**config.mk**
```make
export PLATFORM = sky130hd
export DESIGN_NAME = prlk_top
export DESIGN_NICKNAME = d
export VERILOG_FILES = /design/src/rtl/prlk_pkg.sv /design/src/rtl/prlk_key_seq.sv /design/src/rtl/prlk_top.sv
export SDC_FILE = /design/constraint.sdc
export NUM_CORES = 1
export LEC_CHECK = 0
export BUFFER_PORTS_ARGS = -buffer_cell sky130_fd_sc_hd__buf_2
export CORE_MARGIN = 4
export CORE_UTILIZATION = 50
export CTS_BUF_LIST = sky130_fd_sc_hd__clkbuf_4
export CTS_CLUSTER_SIZE = 28
export DETAILED_ROUTE_END_ITERATION = 7
export PLACE_DENSITY_LB_ADDON = 0.25
export SKIP_CTS_REPAIR_TIMING = 1
export SYNTH_ARGS = -nofsm -noshare
export SYNTH_HDL_FRONTEND = slang
export SYNTH_SLANG_ARGS = --single-unit
```
**constraint.sdc**
```tcl
create_clock -name i_clk -period 4.8 [get_ports i_clk]
set_input_delay 0.48 -clock i_clk [delete_from_list [all_inputs] [get_ports i_clk]]
set_output_delay 0.48 -clock i_clk [all_outputs]
set_load 0.01 [all_outputs]
```
**src/rtl/prlk_pkg.sv**
```systemverilog
package prlk_pkg;

    // Lock mask shape: one bit per peripheral group
    localparam int          PRLK_MASK_W     = 16;
    localparam int          PRLK_GRP_W      = 4;

    // Key register shape and default unlock sequence
    localparam int          PRLK_KEY_W      = 8;
    localparam int          PRLK_KEY_LEN    = 2;
    localparam int          PRLK_KEY_CNT_W  = 2;
    localparam logic [15:0] PRLK_KEY_SEQ    = 16'hc5a5;  // First key in the low byte

    // Lock mask value after reset: every group protected
    localparam logic [15:0] PRLK_MASK_RST   = 16'hffff;

    // Peripheral data path width
    localparam int          PRLK_DATA_W     = 32;

    // Key register read layout
    localparam int          PRLK_STAT_UNLK  = 0;
    localparam int          PRLK_STAT_CNT   = 1;
    localparam logic [7:0]  PRLK_STAT_RST   = 8'h00;

    // Key recogniser states
    typedef enum logic [1:0] {
        PRLK_ST_LOCKED   = 2'b01,
        PRLK_ST_UNLOCKED = 2'b10
    } prlk_state_type;

endpackage

```
**src/rtl/prlk_key_seq.sv**
```systemverilog
`timescale 1ns/1ps
module prlk_key_seq
    import prlk_pkg::*;
#(
    parameter int                          KEY_LEN = PRLK_KEY_LEN,
    parameter logic [KEY_LEN*PRLK_KEY_W-1:0] KEY_SEQ = PRLK_KEY_SEQ
) (
    input  wire logic                      i_clk,       // System clock
    input  wire logic                      i_rst,       // Synchronous reset, active high
    input  wire logic                      i_key_wr,    // Key register write strobe
    input  wire logic [PRLK_KEY_W-1:0]     i_key_data,  // Key register write data
    output logic                           o_unlocked,  // Mask currently modifiable
    output logic [PRLK_KEY_CNT_W-1:0]      o_key_cnt    // Keys matched so far
);

    prlk_state_type              state_r;
    prlk_state_type              state_nxt;
    logic [PRLK_KEY_CNT_W-1:0]   cnt_r;
    logic [PRLK_KEY_CNT_W-1:0]   cnt_nxt;

    // Expected key at a given position of the sequence
    function automatic logic [PRLK_KEY_W-1:0] key_at(input logic [PRLK_KEY_CNT_W-1:0] idx);
        key_at = KEY_SEQ[idx*PRLK_KEY_W +: PRLK_KEY_W];
    endfunction

    // Sequence recognition and relock
    always_comb begin
        state_nxt = state_r;
        cnt_nxt   = cnt_r;
        unique case (state_r)
            PRLK_ST_LOCKED: begin
                if (i_key_wr) begin
                    if (i_key_data == key_at(cnt_r)) begin
                        if (cnt_r == PRLK_KEY_CNT_W'(KEY_LEN - 1)) begin
                            state_nxt = PRLK_ST_UNLOCKED;
                            cnt_nxt   = '0;
                        end else begin
                            cnt_nxt = cnt_r + 1'b1;
                        end
                    end else if (i_key_data == key_at('0)) begin
                        cnt_nxt = PRLK_KEY_CNT_W'(1);
                    end else begin
                        cnt_nxt = '0;
                    end
                end
            end
            PRLK_ST_UNLOCKED: begin
                if (i_key_wr) begin
                    state_nxt = PRLK_ST_LOCKED;
                    cnt_nxt   = '0;
                end
            end
            default: begin
                state_nxt = PRLK_ST_LOCKED;
                cnt_nxt   = '0;
            end
        endcase
    end

    // State registers
    always_ff @(posedge i_clk) begin
        if (i_rst) begin
            state_r <= PRLK_ST_LOCKED;
            cnt_r   <= '0;
        end else begin
            state_r <= state_nxt;
            cnt_r   <= cnt_nxt;
        end
    end

    assign o_unlocked = (state_r == PRLK_ST_UNLOCKED);
    assign o_key_cnt  = cnt_r;

endmodule

```
**src/rtl/prlk_top.sv**
```systemverilog
`timescale 1ns/1ps
module prlk_top
    import prlk_pkg::*;
#(
    parameter int                            KEY_LEN  = PRLK_KEY_LEN,
    parameter logic [KEY_LEN*PRLK_KEY_W-1:0] KEY_SEQ  = PRLK_KEY_SEQ,
    parameter logic [PRLK_MASK_W-1:0]        MASK_RST = PRLK_MASK_RST
) (
    input  wire logic                     i_clk,          // System clock
    input  wire logic                     i_rst,          // Synchronous reset, active high
    // Key register
    input  wire logic                     i_key_wr,       // Key write strobe
    input  wire logic [PRLK_KEY_W-1:0]    i_key_wdata,    // Key write data
    input  wire logic                     i_key_rd,       // Key read strobe
    output logic [7:0]                    o_key_rdata,    // Key read data, lock status
    output logic                          o_key_rvalid,   // Key read data valid pulse
    // Lock mask register
    input  wire logic                     i_mask_wr,      // Mask write strobe
    input  wire logic [PRLK_MASK_W-1:0]   i_mask_wdata,   // Mask write data
    output logic [PRLK_MASK_W-1:0]        o_peripheral_lock_mask, // Current lock mask
    output logic                          o_mask_wr_rej,  // Mask write refused pulse
    // Peripheral access from firmware
    input  wire logic                     i_per_wr,       // Peripheral write request
    input  wire logic                     i_per_rd,       // Peripheral read request
    input  wire logic [PRLK_GRP_W-1:0]    i_per_grp,      // Group of addressed peripheral
    input  wire logic [PRLK_DATA_W-1:0]   i_per_wdata,    // Peripheral write data
    output logic [PRLK_DATA_W-1:0]        o_per_rdata,    // Read data back to firmware
    output logic                          o_per_rvalid,   // Read data valid pulse
    // Peripheral side
    output logic                          o_per_wr,       // Write passed to peripheral
    output logic                          o_per_rd,       // Read passed to peripheral
    output logic [PRLK_GRP_W-1:0]         o_per_grp,      // Group passed to peripheral
    output logic [PRLK_DATA_W-1:0]        o_per_wdata,    // Write data to peripheral
    input  wire logic [PRLK_DATA_W-1:0]   i_per_rdata,    // Peripheral register contents
    output logic                          o_per_wr_drop   // Write discarded pulse
);

    // Key recogniser status
    logic                        unlocked;
    logic [PRLK_KEY_CNT_W-1:0]   key_cnt;

    // Lock mask and refusal flag
    logic [PRLK_MASK_W-1:0]      mask_r;
    logic [PRLK_MASK_W-1:0]      mask_nxt;
    logic                        mask_rej_r;
    logic                        mask_rej_nxt;

    // Key status read-back
    logic [7:0]                  key_rdata_r;
    logic [7:0]                  key_rdata_nxt;
    logic                        key_rvalid_r;
    logic                        key_rvalid_nxt;

    // Forwarded strobes
    logic                        wr_r;
    logic                        wr_nxt;
    logic                        rd_r;
    logic                        rd_nxt;
    logic                        drop_r;
    logic                        drop_nxt;

    // Forwarded group and write data
    logic [PRLK_GRP_W-1:0]       grp_r;
    logic [PRLK_GRP_W-1:0]       grp_nxt;
    logic [PRLK_DATA_W-1:0]      wdata_r;
    logic [PRLK_DATA_W-1:0]      wdata_nxt;

    // Read data return
    logic [PRLK_DATA_W-1:0]      rdata_r;
    logic [PRLK_DATA_W-1:0]      rdata_nxt;
    logic                        rvalid_r;
    logic                        rvalid_nxt;

    // Whether the mask protects the given group
    function automatic logic grp_locked(input logic [PRLK_MASK_W-1:0] mask,
                                        input logic [PRLK_GRP_W-1:0]  grp);
        grp_locked = mask[grp];
    endfunction

    // Key sequence recogniser
    prlk_key_seq #(
        .KEY_LEN (KEY_LEN),
        .KEY_SEQ (KEY_SEQ)
    ) u_key_seq (
        .i_clk      (i_clk),
        .i_rst      (i_rst),
        .i_key_wr   (i_key_wr),
        .i_key_data (i_key_wdata),
        .o_unlocked (unlocked),
        .o_key_cnt  (key_cnt)
    );

    // Lock mask update, gated by unlock state
    always_comb begin
        mask_nxt     = mask_r;
        mask_rej_nxt = 1'b0;
        if (i_mask_wr) begin
            if (unlocked) begin
                mask_nxt = i_mask_wdata;
            end else begin
                mask_rej_nxt = 1'b1;
            end
        end
    end

    // Key register read status
    always_comb begin
        key_rdata_nxt  = key_rdata_r;
        key_rvalid_nxt = i_key_rd;
        if (i_key_rd) begin
            key_rdata_nxt                                        = PRLK_STAT_RST;
            key_rdata_nxt[PRLK_STAT_UNLK]                        = unlocked;
            key_rdata_nxt[PRLK_STAT_CNT +: PRLK_KEY_CNT_W]       = key_cnt;
        end
    end

    // Peripheral write gating and read forwarding
    always_comb begin
        wr_nxt   = 1'b0;
        drop_nxt = 1'b0;
        rd_nxt   = i_per_rd;
        if (i_per_wr) begin
            if (grp_locked(mask_r, i_per_grp)) begin
                drop_nxt = 1'b1;
            end else begin
                wr_nxt = 1'b1;
            end
        end
    end

    // Group and write data held for the peripheral
    always_comb begin
        grp_nxt   = grp_r;
        wdata_nxt = wdata_r;
        if (i_per_wr || i_per_rd) begin
            grp_nxt = i_per_grp;
        end
        if (i_per_wr && !grp_locked(mask_r, i_per_grp)) begin
            wdata_nxt = i_per_wdata;
        end
    end

    // Read data capture, one cycle after the forwarded read
    always_comb begin
        rvalid_nxt = rd_r;
        rdata_nxt  = rdata_r;
        if (rd_r) begin
            rdata_nxt = i_per_rdata;
        end
    end

    // Lock mask registers
    always_ff @(posedge i_clk) begin
        if (i_rst) begin
            mask_r     <= MASK_RST;
            mask_rej_r <= 1'b0;
        end else begin
            mask_r     <= mask_nxt;
            mask_rej_r <= mask_rej_nxt;
        end
    end

    // Key status registers
    always_ff @(posedge i_clk) begin
        if (i_rst) begin
            key_rdata_r  <= PRLK_STAT_RST;
            key_rvalid_r <= 1'b0;
        end else begin
            key_rdata_r  <= key_rdata_nxt;
            key_rvalid_r <= key_rvalid_nxt;
        end
    end

    // Forwarded strobe registers
    always_ff @(posedge i_clk) begin
        if (i_rst) begin
            wr_r   <= 1'b0;
            rd_r   <= 1'b0;
            drop_r <= 1'b0;
        end else begin
            wr_r   <= wr_nxt;
            rd_r   <= rd_nxt;
            drop_r <= drop_nxt;
        end
    end

    // Forwarded group and data registers
    always_ff @(posedge i_clk) begin
        if (i_rst) begin
            grp_r   <= '0;
            wdata_r <= '0;
        end else begin
            grp_r   <= grp_nxt;
            wdata_r <= wdata_nxt;
        end
    end

    // Read return registers
    always_ff @(posedge i_clk) begin
        if (i_rst) begin
            rdata_r  <= '0;
            rvalid_r <= 1'b0;
        end else begin
            rdata_r  <= rdata_nxt;
            rvalid_r <= rvalid_nxt;
        end
    end

    // Lock mask and key status outputs
    assign o_peripheral_lock_mask = mask_r;
    assign o_mask_wr_rej          = mask_rej_r;
    assign o_key_rdata            = key_rdata_r;
    assign o_key_rvalid           = key_rvalid_r;

    // Forwarded access to the peripheral
    assign o_per_wr               = wr_r;
    assign o_per_rd               = rd_r;
    assign o_per_grp              = grp_r;
    assign o_per_wdata            = wdata_r;
    assign o_per_wr_drop          = drop_r;

    // Read data back to firmware
    assign o_per_rdata            = rdata_r;
    assign o_per_rvalid           = rvalid_r;

endmodule

```
==> flow_metrics.tcl <==
set metrics [dict create \
    antenna_found_initial 0 \
    portBuffers 191 \
    route.vias.total 3169 \
    fin_nets 655 \
    ys_seq_area_share_pct 52.2 \
    hold_class "input pin to flop" \
    cts_sinks 97 \
    rsz0062_at_grt "false" \
    slowest_delay_ns 0.52 \
    p_clk_share_pct 32.4 \
    drive_gt1_share_pct 38.7 \
    cp_top_family "multiplexers" \
    whs_ns 0.253 \
    fp.dieW_um 94.3 \
    seqPwrFrac_pct 57.0 \
    track_usage_pct 20.0 \
    initial_utilization_pct 51.3 \
    critPathBufInv 1 \
    vias_per_cell 4.80 \
    arrival_ns 2.54 \
    grt-ovfl-total 0 \
    wirelength_mm 8.82 \
    cts_tree "yes" \
    setup_tns_ns 0 \
    cts_root_buffer "clkbuf_4" \
    worst_pin_slew_ns 1.01 \
    crit_fanout 32 \
    dieArea_um2 8890 \
    power_switching_uw 360 \
    clk_latency_ns 0.43 \
    fin_skew_ns 0.0158 \
    sw_frac_of_total_pct 24.1 \
    outcome "finished clean" \
    critPathCaptureType "flop" \
    synth.avg_cell_area_um2 9.90 \
    synthCells 376 \
    cts_inserted_buffers 9 \
    final_cell_mix "buf_2, dfxtp_1, nor2_1, mux2i_1, nand2_1" \
    synth_area_um2 3720 \
    htree_levels 3 \
    pwr-share-comb_pct 10.6 \
    maxSlewHeadroom_pct 32.5 \
    slowest_stage "mux4_2" \
    io_pins 197 \
    synth_cell_types 34 \
    p_leak_uw 0.00232 \
    fin_crit_sh_pct 46.5 \
    ys_seq_elements 97 \
    power_density_nw_per_um2 307 \
    final_common_cell "buf_2" \
    drc_errors 0 \
    drt_iter0_drc 91 \
    yosysWarnings 0 \
    clock_path_buffers 2 \
    grt_pass1_wl_mm 14.0 \
    grt_pass1_vias 3129 \
    first_pass_iters 4 \
    gp_congestion 0.792 \
    wl_per_cell_um 13.4 \
    grt_start_max_net_pins 68 \
    ir_worst_vdd_uv 173 \
    critPathLaunchType "flop" \
    diodes 0 \
    drv_cap 0 \
    required_ns 5.11 \
    drv_slew 0 \
    rows 31 \
    worstSetupPathType "flop to flop" \
    setup_viol 0 \
    power.internal_uw 1130 \
    clkTransAtPathRegs_ns 0.14 \
    synthToLayoutAreaGrowth_pct 30.2 \
    crit_chain "mux2_1 -> mux4_2 -> o32ai_4 -> buf_4 -> mux2i_1 -> nor2_1" \
    ant_nets 0 \
    fmax_mhz 448 \
    period_needed_ns 2.23 \
    core-area_um2 7250 \
    die_h_um 94.3 \
    hold_viol_final 0 \
    dpl.hpwl_mm 6.68 \
]
-- per-stage QoR --
stage / cells / instance area (um2) / setup WS (ns) / power (uW) / util (%)
detailed placement: 644 / 4680 / 2.19 / 1030 / 64.5
CTS: 660 / 4850 / 2.55 / 1510 / 66.8
global route: 660 / 4850 / 2.43 / 1570 / 66.8
global placement: 644 / 4680 / 2.25 / 1020 / 64.5
floorplan: 380 / 3740 / 2.64 / 952 / -
finish: 660 / 4850 / 2.57 / 1490 / 66.8
-- power groups by stage --
| stage | sequential [uW] | combinational [uW] | clock [uW] |
|---|---|---|---|
| after floorplan | 873 | 79.1 | 0 |
| after global placement | 866 | 156 | 0 |
| after detailed placement | 867 | 160 | 0 |
| after CTS | 850 | 160 | 500 |
| after global routing | 854 | 176 | 538 |
| final | 850 | 159 | 482 |
-- metal layers --
| layer | GRT usage [%] | vias up | share of wire [%] | wire [um] |
|---|---|---|---|---|
| met2 | 32.4 | 140 | 47 | 4120 |
| met4 | 7.70 | 0 | 1.4 | 121 |
| met5 | 0 | - | 0 | 0 |
| li1 | - | 1603 | - | - |
| met3 | 7.85 | 10 | 11 | 988 |
| met1 | 23.8 | 1416 | 41 | 3590 |
-- state kept, by name, indices dropped and copies added (netlist names) --
register,count
o_key_rdata,3
o_key_rvalid,1
o_mask_wr_rej,1
o_per_grp,4
o_per_rd,1
o_per_rdata,32
o_per_rvalid,1
o_per_wdata,32
o_per_wr,1
o_per_wr_drop,1
o_peripheral_lock_mask,16
u_key_seq.o_key_cnt,2
u_key_seq.state_r,2
-- worst paths after layout --
| kind | startpoint | end | slack, ns | depth (start not counted) |
|---|---|---|---|---|
| setup / recovery | o_peripheral_lock_mask[15] | o_per_wdata[9] | 2.57 | 6 |
| hold reg to reg | o_per_grp[3] | o_per_grp[3] | 0.47 | 2 |
| hold / removal | i_mask_wdata[9] | o_peripheral_lock_mask[9] | 0.25 | 3 |
| setup reg to reg | o_peripheral_lock_mask[15] | o_per_wdata[9] | 2.57 | 6 |
-- logic make-up after synthesis --
group	count (synthesis)	share of synthesized area, %
other	1	0.101
buffers and inverters	32	4.54
multiplexers	77	21.2
AO/OA/AOI/OAI	17	3.43
AND/OR/NAND/NOR	152	18.6
flip-flops	97	52.2
-- layout make-up --
type,instances,area (um2)
clock inverters,6,92.6
flip-flops and latches,97,1940
multi-input cells,251,1630
well taps,99,124
fillers,618,2410
inverters,4,15.0
clock buffers,10,75.1
repair buffers,193,971
-- worst reg2reg max path: cells and delay by family, from the launching register on --
kind                   cells  cell delay, ns
buffers and inverters      1            0.49
and+or+nand+nor            1            0.06
AOI/OAI and AO/OA          1            0.11
muxes                      3            1.10
DFF                        1            0.36
-- cells in the mapped netlist --
cell      count  area share [%]
a21oi_1       4            0.54
o31ai_1       1            0.20
or2_2         1            0.17
clkbuf_1     19             1.9
or4_1         1            0.20
nand3b_1     16             3.2
buf_4         5             1.0
inv_1         4            0.40
o32ai_4       1            0.74
nor2b_1       6             1.0
mux2_2        3            0.91
nor3_1        2            0.27
conb_1        1            0.10
a22oi_1       1            0.20
o32ai_1       2            0.47
a31oi_1       1            0.17
and3_1        1            0.17
mux2_1        2            0.60
nor2_1       72             7.3
a221oi_1      1            0.24
mux2i_1      71              19
nor3b_1       3            0.60
and3b_1       1            0.24
nor4_1        1            0.17
and2_1        1            0.17
nand2b_1      1            0.17
nand2_1      43             4.3
or3_1         2            0.34
o21ai_0       5            0.67
buf_6         4             1.2
o211ai_1      1            0.20
dfxtp_1      97              52
or2b_2        1            0.24
mux4_2        1            0.60
(Power assumes the default switching activity.)
